$ cat config.mk
export PLATFORM = sky130hd
export DESIGN_NAME = gpb_top
export DESIGN_NICKNAME = d
export VERILOG_FILES = /design/src/core/gpb_pkg.sv /design/src/core/gpb_match.sv /design/src/core/gpb_top.sv
export SDC_FILE = /design/constraint.sdc
export NUM_CORES = 1
export LEC_CHECK = 0
export BUFFER_PORTS_ARGS = -buffer_cell sky130_fd_sc_hd__clkbuf_2
export CORE_AREA = 2 2 70 65
export DETAILED_ROUTE_END_ITERATION = 10
export DIE_AREA = 0 0 72 67
export GPL_TIMING_DRIVEN = 1
export PLACE_DENSITY_LB_ADDON = 0.12
export SLEW_MARGIN = 40
export SYNTH_ARGS = -nofsm -noshare
export SYNTH_HDL_FRONTEND = slang
export SYNTH_SLANG_ARGS = --single-unit
$ cat constraint.sdc
create_clock -name clk -period 4 [get_ports clk]
set_input_delay 0.4 -clock clk [delete_from_list [all_inputs] [get_ports clk]]
set_output_delay 0.4 -clock clk [all_outputs]
set_load 0.005 [all_outputs]
$ cat src/core/gpb_pkg.sv
// Constants for the general-purpose pin B decode block.
// Assumes an ISA-style bus sampled synchronously to one clock.
package gpb_pkg;
    // Configuration port I/O addresses
    localparam logic [10:0] ENA_PORT_IO = 11'h250;
    localparam logic [10:0] IDX_PORT_IO = 11'h251;
    localparam logic [10:0] DAT_PORT_IO = 11'h252;
    localparam logic [7:0] ENABLE_KEY = 8'h89;
    // Register indices
    localparam logic [7:0] IDX_ADL = 8'h12;
    localparam logic [7:0] IDX_ADH = 8'h13;
    localparam logic [7:0] IDX_CFG = 8'h15;
    // Reset values
    localparam logic [7:0] CFG_RST = 8'h00;
    localparam logic [7:0] ADL_RST = 8'h00;
    localparam logic [7:0] ADH_RST = 8'h00;
    // Writable bits of the high address register
    localparam logic [7:0] ADH_WMASK = 8'hC7;
    // Field positions of the function register
    localparam int MODE_HI = 7;
    localparam int MODE_LO = 5;
    localparam int POL_BIT = 4;
    localparam int QRD_BIT = 3;
    localparam int QWR_BIT = 2;
    localparam int INV_B2P = 1;
    localparam int INV_P2B = 0;
    // Field positions of the high address register
    localparam int SIZE_HI = 7;
    localparam int SIZE_LO = 6;
    localparam int AHI_HI = 2;
    // Mode codes
    localparam logic [2:0] MODE_OFF = 3'b000;
    localparam logic [2:0] MODE_OUT = 3'b001;
    localparam logic [2:0] MODE_IN = 3'b010;
    localparam logic [2:0] MODE_IO = 3'b011;

    // Address bits compared for a decode-size code
    function automatic logic [10:0] size_mask(input logic [1:0] size);
        logic [10:0] m;
        m = 11'h7FF;
        unique case (size)
            2'b00: m = 11'h7FF;
            2'b01: m = 11'h7FE;
            2'b10: m = 11'h7FC;
            2'b11: m = 11'h7F8;
        endcase
        return m;
    endfunction
endpackage

$ cat src/core/gpb_match.sv
// Address comparator for the pin B decode window.
// Assumes address and programmed values are stable in the clock domain.
`timescale 1ns/1ps
module gpb_match
(
    input wire logic [10:0] sa,
    input wire logic [10:0] match_addr,
    input wire logic [1:0] decode_size,
    output logic hit
);
    logic [10:0] mask;
    always_comb
    begin
        mask = gpb_pkg::size_mask(decode_size);
        hit = ((sa ^ match_addr) & mask) == 11'h000;
    end
endmodule

$ cat src/core/gpb_top.sv
// General-purpose pin B: configuration port, decoder and pin logic.
// Assumes ISA strobes sampled synchronously at clk, held several cycles.
`timescale 1ns/1ps
module gpb_top
(
    input wire logic clk,
    input wire logic arst_n,
    input wire logic [10:0] sa,
    input wire logic aen,
    input wire logic ior_n,
    input wire logic iow_n,
    input wire logic [7:0] sd_in,
    output logic [7:0] sd_out,
    output logic [7:0] sd_oe_n,
    input wire logic pin_in,
    output logic pin_out,
    output logic pin_oe_n
);
    logic iow_n_q;
    logic ext_en_q;
    logic [7:0] index_q;
    logic [7:0] cfg_q;
    logic [7:0] adl_q;
    logic [7:0] adh_q;
    logic pin_lat_q;
    logic [7:0] sd_out_q;
    logic [7:0] sd_oe_n_q;
    logic pin_out_q;
    logic pin_oe_n_q;
    logic wr_edge;
    logic io_wr;
    logic ena_port_hit;
    logic idx_port_hit;
    logic dat_port_hit;
    logic port_hit;
    logic addr_hit;
    logic gp_hit;
    logic [2:0] mode;
    logic cs_act;
    logic cfg_rd;
    logic data_rd;
    logic data_wr;
    logic [7:0] rd_val;

    gpb_match gpb_match_i
    (
        .sa(sa),
        .match_addr({adh_q[gpb_pkg::AHI_HI:0], adl_q}),
        .decode_size(adh_q[gpb_pkg::SIZE_HI:gpb_pkg::SIZE_LO]),
        .hit(addr_hit)
    );

    always_comb
    begin
        wr_edge = iow_n_q & ~iow_n;
        io_wr = ~aen & wr_edge;
        ena_port_hit = sa == gpb_pkg::ENA_PORT_IO;
        idx_port_hit = sa == gpb_pkg::IDX_PORT_IO;
        dat_port_hit = sa == gpb_pkg::DAT_PORT_IO;
        port_hit = ena_port_hit | idx_port_hit | dat_port_hit;
        gp_hit = ~aen & addr_hit & ~port_hit;
        mode = cfg_q[gpb_pkg::MODE_HI:gpb_pkg::MODE_LO];
        cs_act = 1'b0;
        unique case (cfg_q[gpb_pkg::QRD_BIT:gpb_pkg::QWR_BIT])
            2'b00: cs_act = gp_hit;
            2'b01: cs_act = gp_hit & ~iow_n;
            2'b10: cs_act = gp_hit & ~ior_n;
            2'b11: cs_act = gp_hit & (~iow_n | ~ior_n);
        endcase
        cfg_rd = ~aen & ~ior_n & ext_en_q & (idx_port_hit | dat_port_hit);
        data_rd = gp_hit & ~ior_n & ~mode[2] & mode[1];
        data_wr = gp_hit & wr_edge & ~mode[2] & mode[0];
        rd_val = 8'h00;
        if (idx_port_hit)
            rd_val = index_q;
        else if (index_q == gpb_pkg::IDX_CFG)
            rd_val = cfg_q;
        else if (index_q == gpb_pkg::IDX_ADL)
            rd_val = adl_q;
        else if (index_q == gpb_pkg::IDX_ADH)
            rd_val = adh_q;
    end

    // Write strobe history for edge detection
    always_ff @(posedge clk or negedge arst_n)
    begin
        if (!arst_n)
            iow_n_q <= 1'b1;
        else
            iow_n_q <= iow_n;
    end

    // Configuration port unlock and index
    always_ff @(posedge clk or negedge arst_n)
    begin
        if (!arst_n)
        begin
            ext_en_q <= 1'b0;
            index_q <= 8'h00;
        end
        else if (io_wr & ena_port_hit)
            ext_en_q <= sd_in == gpb_pkg::ENABLE_KEY;
        else if (io_wr & idx_port_hit & ext_en_q)
            index_q <= sd_in;
    end

    // Configuration registers
    always_ff @(posedge clk or negedge arst_n)
    begin
        if (!arst_n)
        begin
            cfg_q <= gpb_pkg::CFG_RST;
            adl_q <= gpb_pkg::ADL_RST;
            adh_q <= gpb_pkg::ADH_RST;
        end
        else if (io_wr & dat_port_hit & ext_en_q)
        begin
            if (index_q == gpb_pkg::IDX_CFG)
                cfg_q <= sd_in;
            if (index_q == gpb_pkg::IDX_ADL)
                adl_q <= sd_in;
            if (index_q == gpb_pkg::IDX_ADH)
                adh_q <= sd_in & gpb_pkg::ADH_WMASK;
        end
    end

    // Output data latch
    always_ff @(posedge clk or negedge arst_n)
    begin
        if (!arst_n)
            pin_lat_q <= 1'b0;
        else if (data_wr)
            pin_lat_q <= sd_in[0] ^ cfg_q[gpb_pkg::INV_B2P];
    end

    // Pin drive
    always_ff @(posedge clk or negedge arst_n)
    begin
        if (!arst_n)
        begin
            pin_out_q <= 1'b0;
            pin_oe_n_q <= 1'b1;
        end
        else if (mode[2])
        begin
            pin_out_q <= cfg_q[gpb_pkg::POL_BIT] ? cs_act
                : ~cs_act;
            pin_oe_n_q <= 1'b0;
        end
        else
        begin
            pin_out_q <= mode[0] & pin_lat_q;
            pin_oe_n_q <= ~mode[0];
        end
    end

    // Data bus drive
    always_ff @(posedge clk or negedge arst_n)
    begin
        if (!arst_n)
        begin
            sd_out_q <= 8'h00;
            sd_oe_n_q <= 8'hFF;
        end
        else if (cfg_rd)
        begin
            sd_out_q <= rd_val;
            sd_oe_n_q <= 8'h00;
        end
        else
        begin
            sd_out_q <= {7'h00, pin_in ^ cfg_q[gpb_pkg::INV_P2B]};
            sd_oe_n_q <= data_rd ? 8'hFE : 8'hFF;
        end
    end

    assign sd_out = sd_out_q;
    assign sd_oe_n = sd_oe_n_q;
    assign pin_out = pin_out_q;
    assign pin_oe_n = pin_oe_n_q;

    a_off_tristate: assert property (
        @(posedge clk) disable iff (!arst_n)
        mode == gpb_pkg::MODE_OFF |=> pin_oe_n_q)
        else $error("pin driven in inactive mode");
    a_out_write: assert property (
        @(posedge clk) disable iff (!arst_n)
        data_wr && mode == gpb_pkg::MODE_OUT ##1 mode == gpb_pkg::MODE_OUT
        |=> pin_out_q == $past(sd_in[0] ^ cfg_q[gpb_pkg::INV_B2P], 2)
        && !pin_oe_n_q)
        else $error("output mode pin value wrong");
    a_in_read: assert property (
        @(posedge clk) disable iff (!arst_n)
        data_rd && !cfg_rd |=> sd_oe_n_q == 8'hFE
        && sd_out_q[0] == $past(pin_in ^ cfg_q[gpb_pkg::INV_P2B]))
        else $error("input read data wrong");
    a_io_read: assert property (
        @(posedge clk) disable iff (!arst_n)
        mode == gpb_pkg::MODE_IO && gp_hit && !ior_n && !cfg_rd
        |=> !sd_oe_n_q[0])
        else $error("io mode read not driven");
    a_cs_level: assert property (
        @(posedge clk) disable iff (!arst_n)
        mode[2] && cs_act |=> pin_out_q == $past(cfg_q[gpb_pkg::POL_BIT])
        && !pin_oe_n_q)
        else $error("select not asserted at set level");
    a_cs_qualify: assert property (
        @(posedge clk) disable iff (!arst_n)
        mode[2] && cfg_q[gpb_pkg::QRD_BIT:gpb_pkg::QWR_BIT] == 2'b10 && ior_n
        |=> pin_out_q != $past(cfg_q[gpb_pkg::POL_BIT]))
        else $error("select asserted without read strobe");
    a_cs_idle: assert property (
        @(posedge clk) disable iff (!arst_n)
        mode[2] && !gp_hit |=> pin_out_q != $past(cfg_q[gpb_pkg::POL_BIT]))
        else $error("select active outside match");
    a_bus_idle: assert property (
        @(posedge clk) disable iff (!arst_n)
        !data_rd && !cfg_rd |=> sd_oe_n_q == 8'hFF)
        else $error("bus driven outside read");
    a_adh_store: assert property (
        @(posedge clk) disable iff (!arst_n)
        io_wr && dat_port_hit && ext_en_q && index_q == gpb_pkg::IDX_ADH
        |=> adh_q == $past(sd_in & gpb_pkg::ADH_WMASK))
        else $error("high address register not stored");
endmodule

# [After elaboration in Yosys (flattened, before gate mapping)]
# Index checks and enable logic that the tools add are counted.
[totals] regBits=50 word_cells=80
[classes] eq_ne=13 mux=12 bitwise_logic=37 n_reduce_logical=7
[op_table] operator="$mux 8" count=6
[op_table] operator="$pmux 11 s4" count=1
[op_table] operator="$eq 11x10->1 const B" count=3
[op_table] operator="$eq 8x5->1 const B" count=3
[op_table] operator="$and 1x1->1" count=21
[op_table] operator="$and 11x11->11" count=1
[op_table] operator="$logic_not 11->1" count=1
[op_table] operator="$xor 11x11->11" count=1
[op_table] operator="$eq 2x2->1 const B" count=4
[op_table] operator="$eq 8x8->1 const B" count=1
[op_table] operator="$not 1->1" count=8
[op_table] operator="$reduce_and 2->1" count=4
[op_table] operator="$eq 2x1->1 const B" count=2
[op_table] operator="$logic_not 2->1" count=2
[op_table] operator="$mux 1" count=4
[op_table] operator="$or 1x1->1" count=4
[op_table] operator="$pmux 1 s4" count=1
[op_table] operator="$xor 1x1->1" count=2

# [Logic depth before layout (Yosys ltp)]
# Gate-level depths: netlist (run 1).
[logic_depth] depth_word=11 depth_mapped=7 mapped_depth_nobuf=5

# [By module]
# Synthesis (run 1) repeated with hierarchy kept, for this count alone.
[hier_totals] hier_cells=198 area_unflattened_um2=2301.0
[modules_own_cells] mod="gpb_top" n_inst=1 cells_per_inst=180 area_each_um2=2157.1 seq_area_each_um2=1106.1
[modules_own_cells] mod="gpb_match" n_inst=1 cells_per_inst=18 area_each_um2=143.9 seq_area_each_um2=0.0

# [Worst setup path before layout (run 1)]
# OpenSTA, ideal clock, no wires.
[synth_path] path_type="in2reg" from="in sa[7]" to="reg adh_q[0]" setup_time_ns=0.128 t_arrival_ns=1.966 path_slack_ns=1.906 cell_stages=5 n_path_buf=0 cell_sequence="or4b_4 > nor4_4 > and3_1 > nand3_2 > mux2_1"
[synth_between] elab_chain_cells=4
[synth_rtl] element="from (decl)" line_no="gpb_top.sv:8" rtl="input wire logic [10:0] sa,"
[synth_rtl] element="$eq 11x10->1" line_no="gpb_top.sv:59" rtl="dat_port_hit = sa == gpb_pkg::DAT_PORT_IO;"
[synth_rtl] element="$and 1x1->1 (2 in a row)" line_no="gpb_top.sv:116" rtl="else if (io_wr & dat_port_hit & ext_en_q)"
[synth_rtl] element="$reduce_and 2->1 (no line)"
[synth_rtl] element="to (signal assigned)" line_no="gpb_top.sv:114" rtl="adh_q <= gpb_pkg::ADH_RST;"
[synth_rtl] element="to (signal assigned)" line_no="gpb_top.sv:123" rtl="adh_q <= sd_in & gpb_pkg::ADH_WMASK;"
[synth_rtl] element="to (decl)" line_no="gpb_top.sv:24" rtl="logic [7:0] adh_q;"
# Every way passes these cells.
# A chain may end at the register's enable or synchronous reset.

# [Worst setup path in the final report (run 1)]
[layout_path] from="reg index_q[5]" to="reg adh_q[2]"
[layout_between] elab_chain_cells=2
[layout_rtl] element="from (decl)" line_no="gpb_top.sv:21" rtl="logic [7:0] index_q;"
[layout_rtl] element="from (signal assigned)" line_no="gpb_top.sv:104" rtl="index_q <= sd_in;"
[layout_rtl] element="$eq 8x5->1" line_no="gpb_top.sv:122" rtl="if (index_q == gpb_pkg::IDX_ADH)"
[layout_rtl] element="$reduce_and 2->1 (no line)"
# Every way passes these cells.

==> parameters.txt, run 1 <==
Parameter                              Value

Outcome
  Outcome ... finished clean

Global route
  Global-route wire length before repair ... 8.24 mm
  Overall track demand over capacity in global routing ... 22.8%
  Initial antenna violation count ... 0
  Number of global-route vias before repair ... 1,688
  GRT Residual Overflow ... 0
  Maximum number of pins on one net before global-route repair ... 45

Layout
  Share of the core filled with cells ... 63.2%
  Most frequent cells in the layout ... clkbuf_2, dfrtp_1, mux2_2
  Most common library cell in the layout ignoring fill and taps ... clkbuf_2
  Total of fill cells in the finished design ... 335
  Layout area overhead ... 16.4%
  Final instance area ... 2560 µm²
  Layout Nets ... 249
  Seq. cell area ... 1110 µm²
  Footprint of the multi-input gates ... 1030 µm²
  Proportion of layout cells with a drive suffix above 1 ... 42.7%
  Antenna Cells ... 0

Pwr
  Share of total power in the clock network ... 42.8%
  Switching part of the total ... 20.5%
  Sequential Power Share ... 52.0%
  Net switching power of the design ... 0.176 mW
  Design internal power ... 0.683 mW
  Leakage power ... 1.21 nW
  Combinational group share of total power ... 5.2%
  Cell area power density ... 336 nW/µm²
  Peak supply drop ... 0.000295 V

Critical path
  Highest fanout seen on the critical path ... 9
  Slowest CP cell ... or4b_1
  Reg-to-reg startpoint ... index_q[5]
  Critical Path Max Stage Delay ... 0.71 ns
  Crit-path leading delay family ... simple AND/OR/NAND/NOR gates
  Count of buffering cells on the critical path with inverters included ... 0
  Capturing point of the worst reg2reg path ... adh_q[2]
  Arrival time worst endpoint ... 2.44 ns
  Endpoint type of the worst setup path ... flop
  R2R depth ... 5
  Setup slack of the most critical reg-to-reg path ... 1.75 ns
  Setup crit start kind ... flop
  Crit Path Class ... flop to flop
  Crit-path cells ... or4b_1 > nor3b_1 > and3_1 > nand3_2 > mux2_1
  Critical path required time ... 4.19 ns

Routing
  Highest metal used ... met4
  Via/cell ratio ... 5.95
  Total via count after detailed routing ... 1,625
  Detail Route met2 WL ... 2.29 mm
  Drt wl/cell ... 17.7 µm
  Routed length on met3 ... 250 µm
  Number of routed nets with antenna violations ... 0
  Final WL ... 4.82 mm
  Post-route DRC violation count ... 0
  Iteration-0 DRC count of the detailed router ... 88
  Detailed-route wire length on metal 1 ... 2.19 mm
  Pre-Repair DR Iteration Count ... 4

Timing
  Sum of negative setup slack ... 0 ns
  Shortest clock period the worst path allows after layout ... 2.25 ns
  Top achievable clock speed ... 0.444 GHz
  Final worst-path cycle share ... 56.3%
  Setup repair after global routing missed its margin ... no
  Final slew viol count ... 0
  Number of setup violations in the final report ... 0
  Normalized max-slew margin ... 61.3%
  Maximum clock skew at final layout ... 0.00889 ns
  Final count of hold timing violations ... 0
  Measured slew at the worst slew-check pin ... 0.580 ns

Placed design
  Final HPWL DP ... 3.69 mm
  Input/output buffers ... 42
  Cell area reported after detailed placement ... 2420 µm²
  Last weighted congestion value of the routability-driven placer ... 0.841

Floorplanning
  Std cell rows ... 22
  CORE AREA ... 4050 µm²
  Area of the die ... 4820 µm²
  Effective utilization at floorplan ... 54.3%
  Top-level I/O count ... 43
  Die Span Y ... 67 µm
  Width of the chip ... 72 µm

CTS
  TritonCTS clock tree ... built
  CTS-repair resized insts ... 0
  Clk Tree Root Cell ... clkbuf_8
  Hold buffer count at CTS ... 0
  Clock-pin slew of the registers on the worst-case setup and hold paths ... 0.08 ns
  Clk sink count ... 44
  Worst-case clock buffer depth ... 2
  TritonCTS Buffers ... 5
  Number of buffers added for setup after CTS ... 0
  # H-tree levels ... 2
  Clock latency of the later-clocked register in the worst-skew pair ... 0.30 ns

Logic synthesis
  Synth Register Bits ... 44
  Number of enable-type register cells in the synthesized netlist ... 0
  Synth warnings ... 0
  Mean cell area of the mapped netlist ... 11.9 µm²
  Area of the mapped netlist ... 2200 µm²
  Sequential fraction of the synthesis area ... 50.3%
  Post-Synthesis Net Count ... 209
  Synth Flop Type ... dfrtp_1
  Number of cells produced by synthesis ... 184
  Unique masters post-synth ... 38
  Synth async-reset ratio ... 100%

Run
  Maxcap violations ... 0

Min path
  Hold/Removal Path Class ... primary input to async pin
## worst max path at each step
stage | from | end | cells past startpoint
2_1_floorplan | sa[7] | adh_q[0] | 5
3_3_place_gp | sa[7] | adh_q[7] | 6
3_5_place_dp | sa[7] | adh_q[2] | 6
4_1_cts | index_q[5] | adh_q[2] | 5
5_1_grt | index_q[5] | adh_q[2] | 5
6_report | index_q[5] | adh_q[2] | 5
## power by group through the flow
stage	Clock (mW)	Sequential [mW]	Combinational, mW
finish	0.368	0.446	0.0447
global route	0.390	0.446	0.0502
CTS	0.375	0.446	0.0452
detailed placement	0	0.455	0.0451
global placement	0	0.455	0.0440
floorplan	0	0.455	0.0122
## through the flow
stage               worst slack [ns]  total power, mW  std cells  hold slack, ns
floorplan                       1.91            0.467        184           0.104
global placement                1.66            0.499        265           0.449
detailed placement              1.64            0.500        265           0.455
CTS                             1.73            0.866        273           0.137
global route                    1.61            0.886        273           0.169
finish                          1.75            0.859        273           0.120
## layout make-up
cell class	count	share of cell area, %
multi-input cells	128	40.4
repair buffers	44	8.90
clock inverters	1	1.17
clock buffers	7	3.77
flip-flops and latches	44	43.2
inverters	1	0.147
well taps	48	2.35
## worst register-to-register path: stages (launching register included)
cell	delay (ns)
dfrtp_1	0.40
or4b_1	0.71
nor3b_1	0.22
and3_1	0.26
nand3_2	0.18
mux2_1	0.37
## flip-flops by register name, indices dropped and copies added, names as in the netlist, 2 cells and up
| register | flops |
|---|---|
| sd_oe_n | 2 |
| adh_q | 5 |
| index_q | 8 |
| sd_out | 8 |
| adl_q | 8 |
| cfg_q | 8 |
## cell usage after synthesis, types with 3 or more instances
| cell type | instances | area, µm² |
|---|---|---|
| dfstp_2 | 4 | 105 |
| clkbuf_1 | 4 | 15.0 |
| dfrtp_1 | 40 | 1000 |
| a21oi_1 | 10 | 50.1 |
| mux2_2 | 32 | 360 |
| nand2_1 | 4 | 15.0 |
| o21ai_0 | 3 | 15.0 |
| a22oi_1 | 8 | 60.1 |
| xnor2_1 | 3 | 26.3 |
| nor2_1 | 11 | 41.3 |
| nor3_1 | 10 | 50.1 |
| mux2_1 | 4 | 45.0 |
| nor2b_1 | 3 | 18.8 |
| xor2_1 | 10 | 87.6 |
| buf_4 | 6 | 45.0 |
## routing by layer
layer / vias to the layer above / GRT usage [%]
met3: 10 / 5.90
met4: 0 / 8.02
met2: 55 / 37.0
li1: 754 / -
met1: 806 / 29.6
met5: - / 0
## logic make-up after synthesis
| group | count (synthesis) | synth area share [%] |
|---|---|---|
| and+or+nand+nor | 53 | 15.3 |
| buffers and inverters | 12 | 3.13 |
| muxes | 36 | 18.4 |
| xor gates and xnor gates | 13 | 5.18 |
| DFF | 44 | 50.3 |
| AOI/OAI and AO/OA | 26 | 7.63 |
(Power assumes the default switching activity.)
==> run 2: changes to the inputs <==
--- a/config.mk
+++ b/config.mk
@@ -6,9 +6,9 @@
 export NUM_CORES = 1
 export LEC_CHECK = 0
 export BUFFER_PORTS_ARGS = -buffer_cell sky130_fd_sc_hd__clkbuf_2
-export CORE_AREA = 2 2 70 65
+export CORE_AREA = 2 2 74 69
 export DETAILED_ROUTE_END_ITERATION = 10
-export DIE_AREA = 0 0 72 67
+export DIE_AREA = 0 0 76 71
 export GPL_TIMING_DRIVEN = 1
 export PLACE_DENSITY_LB_ADDON = 0.12
 export SLEW_MARGIN = 40
==> constraint.sdc (replaced) <==
create_clock -name clk -period 1.8 [get_ports clk]
set_input_delay 0.18 -clock clk [delete_from_list [all_inputs] [get_ports clk]]
set_output_delay 0.18 -clock clk [all_outputs]
set_load 0.005 [all_outputs]
==> run 2 against run 1 <==
- the run now ends with setup timing left
- final area rose by 14%
- sequential cell count did not move
- final cell count rose by 19%
- global-route usage fell by 0.93 points
- routed wire length rose by 17%
- critical path depth did not move
- non-clock buffer count rose by 34
- sequential share of layout area fell by 5.3 points
- clock skew fell by 0.0028 ns
==> parameters.txt, run 2 (synthesis gave the netlist of run 1 again) <==
Parameter                              Value

Outcome
  Outcome ... finished with violations
  Violations in the final reports ... setup timing

Timing
  Maximum clock skew at final layout ... 0.00605 ns (-0.00284 ns)
  Setup repair after global routing missed its margin ... yes
  Worst path setup slack after routing ... -0.164 ns (-1.91 ns)
  Final slew viol count ... 0 (unchanged)
  Number of setup violations in the final report ... 22 (+22)
  Measured slew at the worst slew-check pin ... 0.563 ns (-0.0176 ns)
  Final worst hold slack ... 0.170 ns (+0.0505 ns)
  Sum of negative setup slack ... -3.17 ns (-3.17 ns)
  Normalized max-slew margin ... 62.5% (+1.2 points)
  Final count of hold timing violations ... 0 (unchanged)
  Shortest clock period the worst path allows after layout ... 1.96 ns (-0.286 ns)
  Final worst-path cycle share ... 109% (+53 points)
  Top achievable clock speed ... 0.509 GHz (+15%)

Pwr
  Cell area power density ... 645 nW/µm² (+92%)
  Design internal power ... 1.46 mW (+110%)
  Overall power of the completed layout ... 1.88 mW (+120%)
  Net switching power of the design ... 0.419 mW (+140%)
  Leakage power ... 1.40 nW (+16%)
  Sequential Power Share ... 52.7% (+0.7 points)
  Switching part of the total ... 22.3% (+1.8 points)
  Share of total power in the clock network ... 40.1% (-2.7 points)
  Combinational group share of total power ... 7.2% (+2.0 points)
  Peak supply drop ... 0.000429 V (+46%)

Floorplanning
  Std cell rows ... 24 (+9.1%)
  Effective utilization at floorplan ... 47.2% (-7.1 points)
  CORE AREA ... 4650 µm² (+15%)
  Die Span Y ... 71 µm (+6.0%)
  Area of the die ... 5400 µm² (+12%)
  Top-level I/O count ... 43 (unchanged)
  Width of the chip ... 76 µm (+5.6%)

CTS
  Clock-pin slew of the registers on the worst-case setup and hold paths ... 0.08 ns (about the same)
  Clk sink count ... 44 (unchanged)
  TritonCTS clock tree ... built
  Clock latency of the later-clocked register in the worst-skew pair ... 0.30 ns (about the same)
  Clk Tree Root Cell ... clkbuf_8
  TritonCTS Buffers ... 5 (unchanged)
  Worst-case clock buffer depth ... 2 (unchanged)
  # H-tree levels ... 2 (unchanged)

Routing
  Iteration-0 DRC count of the detailed router ... 116 (+32%)
  Post-route DRC violation count ... 0 (unchanged)
  Pre-Repair DR Iteration Count ... 4 (unchanged)
  Final WL ... 5.65 mm (+17%)
  Total via count after detailed routing ... 1,768 (+8.8%)
  Via/cell ratio ... 5.46 (-8.3%)
  Drt wl/cell ... 17.4 µm (-1.2%)
  Number of routed nets with antenna violations ... 0 (unchanged)

Global route
  Maximum number of pins on one net before global-route repair ... 25 (-44%)
  Number of global-route vias before repair ... 1,855 (+9.9%)
  Overall track demand over capacity in global routing ... 21.9% (-0.93 points)
  GRT Residual Overflow ... 0 (unchanged)
  Initial antenna violation count ... 0 (unchanged)
  Global-route wire length before repair ... 9.09 mm (+10%)

Layout
  Proportion of layout cells with a drive suffix above 1 ... 53.7% (+11 points)
  Footprint of the multi-input gates ... 1110 µm² (+7.6%)
  Antenna Cells ... 0 (unchanged)
  Most common library cell in the layout ignoring fill and taps ... clkbuf_2
  Seq. cell area ... 1110 µm² (unchanged)
  Layout area overhead ... 32.6%
  Total of fill cells in the finished design ... 372 (+11%)
  Share of the core filled with cells ... 62.6% (-0.63 points)
  Most frequent cells in the layout ... clkbuf_2, dfrtp_1, buf_4
  Layout Nets ... 283 (+14%)
  Final instance area ... 2910 µm² (+14%)

Critical path
  Arrival time worst endpoint ... 2.15 ns (-0.29 ns)
  Slowest CP cell ... or4b_4
  Setup slack of the most critical reg-to-reg path ... -0.16 ns (-1.91 ns)
  Count of buffering cells on the critical path with inverters included ... 0 (unchanged)
  Crit Path Class ... flop to flop
  Critical Path Max Stage Delay ... 0.56 ns (-0.15 ns)
  Endpoint type of the worst setup path ... flop
  Crit-path leading delay family ... simple AND/OR/NAND/NOR gates
  Setup crit start kind ... flop
  Crit-path cells ... or4b_4 > nor3b_2 > and3_4 > nand2_2 > mux2_2
  Highest fanout seen on the critical path ... 8 (-1)
  Critical path required time ... 1.99 ns (-2.20 ns)

Placed design
  Last weighted congestion value of the routability-driven placer ... 0.948 (+13%)
  Cell area reported after detailed placement ... 2690 µm² (+11%)
  Input/output buffers ... 42 (unchanged)
  Final HPWL DP ... 4.21 mm (+14%)

Min path
  Hold/Removal Path Class ... primary input to flop

Run
  Maxcap violations ... 0 (unchanged)
-- run 2: cell count changes in the layout (fill, tap and decap cells not counted), moves of 2 or more --
cell / previous run / this run
clkbuf_8: 7 / 5
nor3_1: 10 / 8
buf_4: 2 / 32
mux2_1: 4 / 0
mux2_4: 0 / 5
dlygate4sd3_1: 0 / 2
-- run 2: final cells by class --
cell class,instances,area share (%)
Multi-Input combinational cell,128,38.2
Sequential cell,44,38.0
Timing Repair Buffer,78,17.2
Tap cell,65,2.79
Clock buffer,6,2.49
Clock inverter,2,1.20
Inverter,1,0.129
-- run 2: power groups by stage --
stage	clock, mW	sequential (mW)	combinational, mW
after global routing	0.795	0.992	0.148
after floorplan	0	1.01	0.0284
after CTS	0.765	0.992	0.132
after detailed placement	0	1.01	0.123
final	0.754	0.992	0.136
after global placement	0	1.01	0.120
-- run 2: final timing paths --
check | start | to | cells after the start
min in group asynchronous | arst_n | adh_q[7] | 2
worst min-delay path | pin_in | sd_out[0] | 3
worst min register to register | cfg_q[5] | pin_oe_n | 1
max in group asynchronous | arst_n | sd_oe_n[5] | 3
worst max register to register | index_q[5] | cfg_q[4] | 5
worst max-delay path | index_q[5] | cfg_q[4] | 5
-- run 2: worst register-to-register path, stage by stage, from the launching register on --
cell	delay, ns
dfrtp_1	0.40
or4b_4	0.56
nor3b_2	0.18
and3_4	0.23
nand2_2	0.16
mux2_2	0.32
-- run 2: repair_timing --
action                     4_1_cts  5_1_grt
buffers inserted                 4        2
hold endpoints to repair        21        0
setup endpoints to repair       23       31
resized for setup                5        7
pin swaps                        8        3
hold buffers                     2        0
-- run 2: layer usage --
layer / up-vias / share of wire [%] / track usage, %
li1: 817 / - / -
met1: 886 / 43 / 27.5
met2: 51 / 50 / 37.8
met3: 14 / 4.2 / 4.59
met4: 0 / 2.2 / 8.08
met5: - / 0 / 0
-- run 2: metrics by stage --
| stage | worst slack [ns] | instances |
|---|---|---|
| after global placement | -0.164 | 308 |
| after global routing | -0.205 | 324 |
| after detailed placement | -0.169 | 308 |
| final | -0.164 | 324 |
| after floorplan | -0.173 | 184 |
| after CTS | -0.155 | 322 |
